[src/rtl/ssa_pkg.sv]
/*
 * constants for the single-slope converter sequencer: register map, field layout,
 * reset values, state codes and timing figures.
 * assumes a 100 MHz clock and a 32-bit avalon-mm register bus.
 */
package ssa_pkg;
    // ------------------------------------------------------------
    // register byte offsets (32-bit words)
    // ------------------------------------------------------------
    localparam logic [3:0] SSA_OFF_SEQ_CFG = 4'h0;
    localparam logic [3:0] SSA_OFF_DIV_LOW = 4'h4;
    localparam logic [3:0] SSA_OFF_CMP_CFG = 4'h8;
    localparam logic [3:0] SSA_OFF_RUN_CFG = 4'hC;
    localparam logic [5:0] SSA_OFF_CMP_RES = 6'h10;
    localparam logic [5:0] SSA_OFF_FLAGS = 6'h14;
    localparam logic [5:0] SSA_OFF_CAPTURE = 6'h18;
    localparam logic [5:0] SSA_OFF_INPUT_LINE_SELECT = 6'h1C;
    localparam logic [7:0] SSA_CFG_RESET = 8'h00;
    // ------------------------------------------------------------
    // field positions
    // ------------------------------------------------------------
    localparam int SSA_B_CALIB = 0;
    localparam int SSA_B_CONT = 1;
    localparam int SSA_B_MULTI = 2;
    localparam int SSA_F_LINE_LO = 3;
    localparam int SSA_F_LINE_HI = 5;
    localparam int SSA_F_REP_LO = 6;
    localparam int SSA_F_REP_HI = 7;
    localparam int SSA_B_MODE = 0;
    localparam int SSA_B_CALLVL = 1;
    localparam int SSA_B_EDGE = 2;
    localparam int SSA_B_DIR = 3;
    localparam int SSA_B_IRQSEQ = 4;
    localparam int SSA_F_CUR_LO = 5;
    localparam int SSA_F_CUR_HI = 7;
    localparam int SSA_B_RUN = 0;
    localparam int SSA_B_RSRC = 1;
    localparam int SSA_F_DIVH_LO = 4;
    localparam int SSA_F_DIVH_HI = 7;
    localparam int SSA_B_OVF = 0;
    localparam int SSA_B_DONE = 1;
    // ------------------------------------------------------------
    // figures
    // ------------------------------------------------------------
    localparam int SSA_DISCHARGE_MULT = 410;
    localparam logic [2:0] SSA_LINE_LAST_VALID = 3'h5;
    localparam logic [1:0] SSA_REP_MAX = 2'h2;
    localparam logic [15:0] SSA_CNT_MAX = 16'hFFFF;
    localparam logic [15:0] SSA_CNT_ZERO = 16'h0000;
    localparam int SSA_CLOCK_MHZ = 100;

    typedef enum logic [2:0] {
        SSA_IDLE = 3'b000,
        SSA_ARM = 3'b001,
        SSA_COUNT = 3'b010,
        SSA_DISCH = 3'b011,
        SSA_NEXT = 3'b100,
        SSA_HOLD = 3'b101
    } ssa_state_t;
endpackage : ssa_pkg

[src/rtl/ssa_sequencer.sv]
/*
 * single-slope converter sequencer: registers, prescaler, 16-bit conversion timer,
 * capacitor discharge, channel/repeat/calibration sequencing, interrupt pulse.
 * assumes comparator output and ramp start synchronous to clock_in; analog kept outside.
 */
`timescale 1ns/10ps
`default_nettype none

// Operation
// - mode bit: 0 comparator, 1 converter
// - comparator result readable in bit 0
// - charge level 000 off, 001-111 steps
// - ramp source: 0 capacitor, 1 external
// - 16-bit timer measures ramp time
// - timer clocked through 12-bit prescaler
// - overflow sets flag bit 0, interrupt; code: no interrupt of its own, irq only at channel/sequence end
// - down count sets flag on underflow
// - discharge for (prescaler+1)*410 cycles
// - direction bit: 0 up, 1 down
// - edge bit: 0 rising, 1 falling
// - external ramp start launches timer
// - armed output high when awaiting start
// - calibration conversion after each channel
// - calibration level: ground or bandgap
// - repeat field: one, two, three conversions
// - single/sequence and one-shot/continuous modes
// - line select: channel or last channel
// - run bit starts and stops conversion
// - interrupt per channel or per sequence
module ssa_sequencer
    import ssa_pkg::*;
#(
    parameter int DIV_WIDTH = 12,
    parameter int TMR_WIDTH = 16,
    parameter int LINES = 6
) (
    input wire logic clock_in,
    input wire logic reset_in,
    input wire logic enable_in,
    input wire logic [3:0] avs_address_in,
    input wire logic avs_read_in,
    input wire logic avs_write_in,
    input wire logic [31:0] avs_writedata_in,
    input wire logic [3:0] avs_byteenable_in,
    output logic [31:0] avs_readdata_out,
    output logic avs_waitrequest_out,
    input wire logic comparator_in,
    input wire logic ramp_go_input_in,
    output logic timer_armed_output_out,
    output logic [2:0] mux_line_out,
    output logic mux_calib_out,
    output logic calibration_level_select_out,
    output logic [2:0] charge_source_level_out,
    output logic discharge_out,
    output logic irq_out
);
    // ------------------------------------------------------------
    // elaboration checks
    // ------------------------------------------------------------
    if (DIV_WIDTH != 12 || TMR_WIDTH != 16 || LINES != 6) begin : g_chk
        $error("ssa_sequencer: only 12-bit divider, 16-bit timer, 6 lines supported");
    end

    // ------------------------------------------------------------
    // register file
    // ------------------------------------------------------------
    logic [7:0] seq_cfg_ff;
    logic [7:0] div_low_ff;
    logic [7:0] cmp_cfg_ff;
    logic [7:0] run_cfg_ff;
    logic [15:0] capture_ff;
    logic ovf_flag_ff;
    logic done_flag_ff;
    logic rd_ack_ff;
    logic [31:0] rdata_ff;
    logic clr_flags;
    logic set_ovf;
    logic set_done;

    wire logic wr_hit = avs_write_in && avs_byteenable_in[0];
    wire logic [5:0] byte_addr = {avs_address_in, 2'b00};

    // writes complete in the request cycle; reads need one cycle for registered data
    assign avs_waitrequest_out = avs_read_in && !rd_ack_ff;
    assign avs_readdata_out = rdata_ff;

    always_ff @(posedge clock_in) begin
        if (reset_in) begin
            seq_cfg_ff <= SSA_CFG_RESET;
            div_low_ff <= SSA_CFG_RESET;
            cmp_cfg_ff <= SSA_CFG_RESET;
            run_cfg_ff <= SSA_CFG_RESET;
        end else if (enable_in && wr_hit) begin
            case (byte_addr)
                {2'b00, SSA_OFF_SEQ_CFG}: seq_cfg_ff <= avs_writedata_in[7:0];
                {2'b00, SSA_OFF_DIV_LOW}: div_low_ff <= avs_writedata_in[7:0];
                {2'b00, SSA_OFF_CMP_CFG}: cmp_cfg_ff <= avs_writedata_in[7:0];
                {2'b00, SSA_OFF_RUN_CFG}: run_cfg_ff <= avs_writedata_in[7:0];
                default: begin
                end
            endcase
        end
    end

    // reading the flag register clears it; a set in the same cycle wins
    assign clr_flags = avs_read_in && !rd_ack_ff && byte_addr == SSA_OFF_FLAGS;

    always_ff @(posedge clock_in) begin
        if (reset_in) begin
            rd_ack_ff <= 1'b0;
            rdata_ff <= 32'h0000_0000;
        end else if (enable_in) begin
            rd_ack_ff <= avs_read_in && !rd_ack_ff;
            case (byte_addr)
                {2'b00, SSA_OFF_SEQ_CFG}: rdata_ff <= {24'h000000, seq_cfg_ff};
                {2'b00, SSA_OFF_DIV_LOW}: rdata_ff <= {24'h000000, div_low_ff};
                {2'b00, SSA_OFF_CMP_CFG}: rdata_ff <= {24'h000000, cmp_cfg_ff};
                {2'b00, SSA_OFF_RUN_CFG}: rdata_ff <= {24'h000000, run_cfg_ff};
                SSA_OFF_CMP_RES: rdata_ff <= {31'h0000_0000, comparator_in};
                SSA_OFF_FLAGS: rdata_ff <= {30'h0000_0000, done_flag_ff, ovf_flag_ff};
                SSA_OFF_CAPTURE: rdata_ff <= {16'h0000, capture_ff};
                SSA_OFF_INPUT_LINE_SELECT: rdata_ff <= {28'h0000000, mux_calib_out, mux_line_out};
                default: rdata_ff <= 32'h0000_0000;
            endcase
        end
    end

    always_ff @(posedge clock_in) begin
        if (reset_in) begin
            ovf_flag_ff <= 1'b0;
            done_flag_ff <= 1'b0;
        end else if (enable_in) begin
            ovf_flag_ff <= set_ovf || (ovf_flag_ff && !clr_flags);
            done_flag_ff <= set_done || (done_flag_ff && !clr_flags);
        end
    end

    // ------------------------------------------------------------
    // field decode
    // ------------------------------------------------------------
    wire logic continuous_select_mode = cmp_cfg_ff[SSA_B_MODE];
    wire logic edge_falling = cmp_cfg_ff[SSA_B_EDGE];
    wire logic count_down = cmp_cfg_ff[SSA_B_DIR];
    wire logic irq_per_seq = cmp_cfg_ff[SSA_B_IRQSEQ];
    wire logic calib_after_each = seq_cfg_ff[SSA_B_CALIB];
    wire logic continuous_select = seq_cfg_ff[SSA_B_CONT];
    wire logic multi_channel_select = seq_cfg_ff[SSA_B_MULTI];
    wire logic [2:0] input_line_select = seq_cfg_ff[SSA_F_LINE_HI:SSA_F_LINE_LO];
    wire logic [1:0] repeat_count = seq_cfg_ff[SSA_F_REP_HI:SSA_F_REP_LO];
    wire logic run_request = run_cfg_ff[SSA_B_RUN];
    wire logic ramp_source_select = run_cfg_ff[SSA_B_RSRC];
    wire logic [11:0] timer_divider = {run_cfg_ff[SSA_F_DIVH_HI:SSA_F_DIVH_LO], div_low_ff};
    // unused codes 110/111 clamp to the last real line; repeat code 11 acts as 10
    wire logic [2:0] last_line = (input_line_select > SSA_LINE_LAST_VALID)
        ? SSA_LINE_LAST_VALID : input_line_select;
    wire logic [1:0] rep_last = (repeat_count > SSA_REP_MAX) ? SSA_REP_MAX : repeat_count;

    assign calibration_level_select_out = cmp_cfg_ff[SSA_B_CALLVL];
    // current source only drives the capacitor ramp in converter mode
    assign charge_source_level_out = (continuous_select_mode && !ramp_source_select)
        ? cmp_cfg_ff[SSA_F_CUR_HI:SSA_F_CUR_LO] : 3'h0;

    // ------------------------------------------------------------
    // prescaler
    // ------------------------------------------------------------
    ssa_state_t state_ff;
    ssa_state_t nxt_state;
    logic [11:0] pre_ff;
    logic [15:0] tmr_ff;
    logic [21:0] dis_ff;
    logic [1:0] rep_ff;
    logic [2:0] line_ff;
    logic calib_ff;
    logic cmp_d_ff;
    logic irq_ff;
    logic run_d_ff;
    logic hit_ff;

    wire logic tick = (pre_ff == timer_divider);

    always_ff @(posedge clock_in) begin
        if (reset_in) begin
            pre_ff <= 12'h000;
        end else if (enable_in) begin
            if (state_ff != SSA_COUNT || tick) begin
                pre_ff <= 12'h000;
            end else begin
                pre_ff <= pre_ff + 12'h001;
            end
        end
    end

    // ------------------------------------------------------------
    // conversion sequencing
    // ------------------------------------------------------------
    wire logic cmp_rise = comparator_in && !cmp_d_ff;
    wire logic cmp_fall = !comparator_in && cmp_d_ff;
    wire logic crossing = edge_falling ? cmp_fall : cmp_rise;
    wire logic hit_any = crossing || hit_ff;
    wire logic tmr_end = count_down ? (tmr_ff == SSA_CNT_ZERO) : (tmr_ff == SSA_CNT_MAX);
    wire logic go_ok = ramp_source_select ? ramp_go_input_in : 1'b1;
    wire logic active = continuous_select_mode && run_request;
    wire logic stop_now = !active;
    wire logic rep_done = (rep_ff == rep_last);
    wire logic input_line_select_done = rep_done && (calib_ff || !calib_after_each);
    wire logic seq_done = input_line_select_done && (!multi_channel_select || line_ff == last_line);
    wire logic continuous_select_end = (state_ff == SSA_COUNT) && tick
        && (hit_any || tmr_end);
    wire logic [21:0] dis_len =
        22'((32'(timer_divider) + 32'd1) * SSA_DISCHARGE_MULT);

    assign timer_armed_output_out = (state_ff == SSA_ARM) && ramp_source_select;
    assign discharge_out = (state_ff == SSA_DISCH);
    assign mux_line_out = line_ff;
    assign mux_calib_out = calib_ff;
    assign irq_out = irq_ff;
    assign set_ovf = continuous_select_end && !hit_any;
    assign set_done = continuous_select_end;

    always_comb begin
        nxt_state = state_ff;
        case (state_ff)
            SSA_IDLE: begin
                if (active && !run_d_ff) begin
                    nxt_state = SSA_ARM;
                end
            end
            SSA_ARM: begin
                if (stop_now) begin
                    nxt_state = SSA_IDLE;
                end else if (go_ok) begin
                    nxt_state = SSA_COUNT;
                end
            end
            SSA_COUNT: begin
                if (stop_now) begin
                    nxt_state = SSA_IDLE;
                end else if (continuous_select_end) begin
                    nxt_state = ramp_source_select ? SSA_NEXT : SSA_DISCH;
                end
            end
            SSA_DISCH: begin
                if (dis_ff == 22'h000000) begin
                    nxt_state = SSA_NEXT;
                end
            end
            SSA_NEXT: begin
                if (stop_now) begin
                    nxt_state = SSA_IDLE;
                end else if (seq_done && !continuous_select) begin
                    nxt_state = SSA_HOLD;
                end else begin
                    nxt_state = SSA_ARM;
                end
            end
            SSA_HOLD: begin
                if (!run_request) begin
                    nxt_state = SSA_IDLE;
                end
            end
            default: begin
                nxt_state = SSA_IDLE;
            end
        endcase
    end

    always_ff @(posedge clock_in) begin
        if (reset_in) begin
            state_ff <= SSA_IDLE;
            cmp_d_ff <= 1'b0;
            run_d_ff <= 1'b0;
        end else if (enable_in) begin
            state_ff <= nxt_state;
            cmp_d_ff <= comparator_in;
            // one-shot restart needs run cleared first; idle entry after hold forgets it
            run_d_ff <= (state_ff == SSA_HOLD) ? 1'b1 : (run_d_ff && run_request);
        end
    end

    // ------------------------------------------------------------
    // capture timer and discharge
    // ------------------------------------------------------------
    // a crossing between prescaler ticks waits here for the next tick
    always_ff @(posedge clock_in) begin
        if (reset_in) begin
            hit_ff <= 1'b0;
        end else if (enable_in) begin
            if (state_ff != SSA_COUNT || tick) begin
                hit_ff <= 1'b0;
            end else if (crossing) begin
                hit_ff <= 1'b1;
            end
        end
    end

    // timer counts on prescaler ticks, stops and captures on crossing
    always_ff @(posedge clock_in) begin
        if (reset_in) begin
            tmr_ff <= SSA_CNT_ZERO;
            capture_ff <= SSA_CNT_ZERO;
        end else if (enable_in) begin
            if (state_ff == SSA_ARM) begin
                tmr_ff <= count_down ? SSA_CNT_MAX : SSA_CNT_ZERO;
            end else if (continuous_select_end) begin
                capture_ff <= tmr_ff;
            end else if (state_ff == SSA_COUNT && tick) begin
                tmr_ff <= count_down ? tmr_ff - 16'h0001 : tmr_ff + 16'h0001;
            end
        end
    end

    always_ff @(posedge clock_in) begin
        if (reset_in) begin
            dis_ff <= 22'h000000;
        end else if (enable_in) begin
            if (continuous_select_end) begin
                dis_ff <= dis_len - 22'h000001;
            end else if (state_ff == SSA_DISCH && dis_ff != 22'h000000) begin
                dis_ff <= dis_ff - 22'h000001;
            end
        end
    end

    // repeat, calibration and channel stepping
    always_ff @(posedge clock_in) begin
        if (reset_in) begin
            rep_ff <= 2'h0;
            line_ff <= 3'h0;
            calib_ff <= 1'b0;
        end else if (enable_in) begin
            if (state_ff == SSA_IDLE || state_ff == SSA_HOLD) begin
                rep_ff <= 2'h0;
                calib_ff <= 1'b0;
                line_ff <= multi_channel_select ? 3'h0 : last_line;
            end else if (state_ff == SSA_NEXT) begin
                if (!rep_done) begin
                    rep_ff <= rep_ff + 2'h1;
                end else if (calib_after_each && !calib_ff) begin
                    calib_ff <= 1'b1;
                end else begin
                    rep_ff <= 2'h0;
                    calib_ff <= 1'b0;
                    if (seq_done) begin
                        line_ff <= multi_channel_select ? 3'h0 : last_line;
                    end else begin
                        line_ff <= line_ff + 3'h1;
                    end
                end
            end
        end
    end

    // ------------------------------------------------------------
    // interrupt
    // ------------------------------------------------------------
    // interrupt pulse when the channel or the whole sequence completes
    always_ff @(posedge clock_in) begin
        if (reset_in) begin
            irq_ff <= 1'b0;
        end else if (enable_in) begin
            irq_ff <= (state_ff == SSA_NEXT) && (irq_per_seq ? seq_done : input_line_select_done);
        end else begin
            irq_ff <= 1'b0;
        end
    end
endmodule // ssa_sequencer

`default_nettype wire

[config.mk]
export PLATFORM = sky130hd
export DESIGN_NAME = ssa_sequencer
export DESIGN_NICKNAME = d
export VERILOG_FILES = /design/src/rtl/ssa_pkg.sv /design/src/rtl/ssa_sequencer.sv
export SDC_FILE = /design/constraint.sdc
export NUM_CORES = 1
export LEC_CHECK = 0
export BUFFER_PORTS_ARGS = -buffer_cell sky130_fd_sc_hd__buf_2
export CAP_MARGIN = 0
export CORE_MARGIN = 5
export CORE_UTILIZATION = 40
export CTS_CLUSTER_SIZE = 12
export DETAILED_ROUTE_END_ITERATION = 10
export MAX_ROUTING_LAYER = met4
export PLACE_DENSITY = 0.61
export SLEW_MARGIN = 20
export SYNTH_ARGS = -nofsm -noshare
export SYNTH_HDL_FRONTEND = slang
export SYNTH_SLANG_ARGS = --single-unit
[constraint.sdc]
create_clock -name clock_in -period 6.6 [get_ports clock_in]
set_input_delay 1.65 -clock clock_in [delete_from_list [all_inputs] [get_ports clock_in]]
set_output_delay 1.65 -clock clock_in [all_outputs]
set_load 0.02 [all_outputs]
==> impl_metrics.py <==
metrics = {
    "critical_path": {
        "worstSetupPathType": "reg2reg",
        "worst_path_most_repeated_cell": "ha_1",
        "reg2reg_slack_ps": 480,
        "cp-end-kind": "register",
        "cp_max_fo": 8,
        "slowest_delay_ps": 540,
        "r2r_start": "div_low_ff[1]$_SDFFE_PP0P_",
        "crit_chain": "ha_1 -> nand3_1 -> xnor2_1 -> buf_4 -> ha_1 -> ha_1 -> xor2_1 -> fa_1 -> inv_1 -> fa_1 -> inv_1 -> ha_1 -> o21ai_0 -> o21ai_0 -> a21o_1 -> or3_1 -> a2111oi_4 -> nand3b_1 -> nor4_1 -> xnor2_1 -> a21oi_1",
        "required_ps": 6900,
        "r2r-end": "dis_ff[21]$_SDFFE_PP0P_",
        "critPathLaunchType": "register",
        "arrival_ps": 6420,
        "cpMaxStageDelayCell": "dfxtp_1",
        "rr_worst_depth": 21,
    },
    "timing": {
        "hold_violations": 0,
        "layout_min_cycle_time_ps": 6122,
        "setup_viol": 0,
        "finalMaxSlewViolations": 0,
        "fmax_mhz": 163.3,
        "tightest_slew_ps": 940.0,
        "fin_skew_ps": 9.435,
        "post-route-period-util_pct": 92.76,
        "slew_headroom_pct": 37.25,
    },
    "layout": {
        "fillers": 2537,
        "layout-drive-gt1-share_pct": 9.288,
        "final_util_pct": 44.53,
        "areaGrowthSynthToFinish_pct": 10.87,
        "fin_nets": 1424,
        "num_antenna_cells": 0,
    },
    "global_route": {
        "grt_max_degree": 70,
        "antenna_found_initial": 0,
        "grt_util_all_layers_pct": 18.93,
        "grt_pass1_wl_um": 43440,
        "overflow": 0,
        "grt_pass1_vias": 8591,
    },
    "die": {
        "die_h_um": 168.3,
        "num_io_pins": 91,
        "dieArea_mm2": 0.02833,
        "start_util_pct": 40.16,
        "die_w_um": 168.3,
        "core-area_mm2": 0.02496,
        "num_rows": 58,
    },
    "synthesis": {
        "ys_top_cells_by_area": "dfxtp_1 26%, ha_1 9.5%, nor2_1 5.3%",
        "ys.flop_type": "dfxtp_1",
        "ys_seq_area_share_pct": 25.96,
        "synthCells": 1256,
        "synth_top_area_cell": "dfxtp_1",
        "syn-cell-area_mm2": 0.01003,
        "yosysUniqueCellTypes": 69,
        "synthArstFlopShare_pct": 0,
        "synth.avg_cell_area_um2": 7.982,
        "ys_ff_latch": 130,
        "yosys_warnings": 0,
        "synth.top_cell.area_share_pct": 25.96,
        "synth_edf_count": 0,
    },
    "clock_network": {
        "cts_root_buf": "clkbuf_16",
        "cts_hold_buf": 0,
        "cts_sinks": 130,
        "insertion_delay_ps": 430,
        "clockBufferDepth": 2,
        "cts_made_buffers": 17,
        "cts_max_level": 4,
        "path_clk_slew_ps": 60,
        "cts_tree": "built",
    },
    "worst_hold_path": {
        "min_delay_worst_endpoint": "capture_ff[15]$_SDFFE_PP0P_",
        "holdCritStartpoint": "capture_ff[15]$_SDFFE_PP0P_",
        "holdPathStages": 2,
        "hp-class": "reg2reg",
    },
    "power": {
        "p_per_area_mw_per_mm2": 165.8,
        "ir_drop_mv": 0.1563,
        "power_w": 0.001843,
        "cellLeakagePower_nw": 5.134,
    },
    "detailed_routing": {
        "drc_errors": 0,
        "dr.pass1.iters": 5,
        "final_antenna_net_count": 0,
        "num_vias": 8894,
        "wirelength_um": 25760,
        "drt_iter0_drc": 534,
        "vias_per_cell": 5.483,
        "wl_per_cell_um": 15.88,
    },
    "run": {
        "drv_cap": 0,
    },
    "place": {
        "post-dp-hpwl_um": 19340,
        "port-buffer-count": 47,
        "place_congestion": 0.8959,
    },
    "run_status": {
        "status": "finished, final reports clean",
    },
}
layer usage:
metal / vias up / global-route usage, % / share of wire [%]
met5: - / - / 0
met4: 0 / 4.869 / 1.4
met3: 33 / 2.465 / 3.5
met2: 188 / 30.84 / 48
met1: 4222 / 24.98 / 47
li1: 4451 / - / -
cells in the mapped netlist (all sizes together) (37+ instances only):
cell type and instances:
dfxtp 130, xor2 50, ha 76, inv 77, clkbuf 50, nor3 37
a21oi 87, mux2i 45, o21ai 51, nand2 115, xnor2 51, nor2 141
worst max-delay path: cells and delay by family, from the launching register on:
kind / cells / cell delay, ps
fa+ha+maj: 6 / 2310
compound gates: 5 / 1250
simple gates: 4 / 1010
xor+xnor: 3 / 610
flops: 1 / 540
buf+inv: 3 / 270
kinds of logic (layout without fill, tap and decap cells):
group | after synthesis | after routing | synth area share, %
xor gates and xnor gates | 101 | 101 | 8.823
other | 1 | 16 | 0.03740
buffers and inverters | 152 | 173 | 6.377
AOI/OAI and AO/OA | 287 | 287 | 19.13
and+or+nand+nor | 434 | 434 | 20.40
muxes | 53 | 53 | 5.391
DFF | 130 | 130 | 25.96
adders and majority gates | 98 | 98 | 13.88
cell usage in the layout, fill, tap and decap left out, types with 16 or more instances in the layout:
| cell type | n |
|---|---|
| buf_4 | 18 |
| dfxtp_1 | 130 |
| clkbuf_16 | 17 |
| a21o_1 | 16 |
| nand4_1 | 17 |
| nor4_1 | 16 |
| o21ai_0 | 50 |
| nor2b_1 | 18 |
| xnor2_1 | 51 |
| conb_1 | 16 |
| nand2_1 | 115 |
| xor2_1 | 49 |
| ha_1 | 76 |
| nor2_1 | 141 |
| fa_1 | 22 |
| buf_2 | 46 |
| a21oi_1 | 87 |
| a22oi_1 | 25 |
| nor3_1 | 36 |
| nand3_1 | 25 |
| inv_1 | 77 |
| mux2i_1 | 45 |
what timing repair did:
item	CTS	global route
endpoints found under the setup margin	0	2
resized for setup	0	1
buffers inserted	0	0
registers in the layout, indices dropped and copies added, names as in the netlist, 2 cells and up:
name,cells
dis_ff,22
avs_readdata_out,16
capture_ff,16
tmr_ff,16
pre_ff,12
cmp_cfg_ff,8
div_low_ff,8
run_cfg_ff,8
seq_cfg_ff,8
mux_line_out,3
state_ff,3
rep_ff,2
power breakdown:
part / internal [W] / total, W / switching (W) / leakage, nW
clock network: 0.000570 / 0.000944 / 0.000374 / 0.277
registers: 0.000790 / 0.000795 / 0.00000584 / 1.05
logic: 0.0000303 / 0.000104 / 0.0000733 / 3.81
stage by stage:
stage	setup TNS (ps)	hold slack (ps)	cell area (µm²)	setup WS, ps	instances
6_report	0	457.3	11120	477.7	1622
5_1_grt	-4.418	477.3	11120	-4.418	1622
4_1_cts	0	458.2	11110	412.5	1622
3_5_place_dp	0	450.0	10520	420.1	1590
3_3_place_gp	0	448.5	10520	498.2	1590
2_1_floorplan	0	433.8	10080	724.3	1271
worst max path at each step:
stage / slack, ps / end / from / cells after the start
after detailed placement: 420 / dis_ff[21]$_SDFFE_PP0P_ / div_low_ff[1]$_SDFFE_PP0P_ / 21
final: 480 / dis_ff[21]$_SDFFE_PP0P_ / div_low_ff[1]$_SDFFE_PP0P_ / 21
after global placement: 500 / dis_ff[21]$_SDFFE_PP0P_ / div_low_ff[1]$_SDFFE_PP0P_ / 21
after floorplan: 720 / dis_ff[21]$_SDFFE_PP0P_ / div_low_ff[0]$_SDFFE_PP0P_ / 23
after CTS: 410 / dis_ff[21]$_SDFFE_PP0P_ / div_low_ff[1]$_SDFFE_PP0P_ / 21
after global routing: -4 / dis_ff[19]$_SDFFE_PP0P_ / div_low_ff[1]$_SDFFE_PP0P_ / 21
final cells by class:
cell class	instances	area (µm²)	area share, %
clock buffers	18	439.2	3.951
clock inverters	14	153.9	1.385
inverters	77	289.0	2.600
multi-input cells	989	6853	61.65
flip-flops and latches	130	2603	23.41
well taps	330	412.9	3.715
repair buffers	64	365.4	3.287
(Power assumes the default switching activity.)
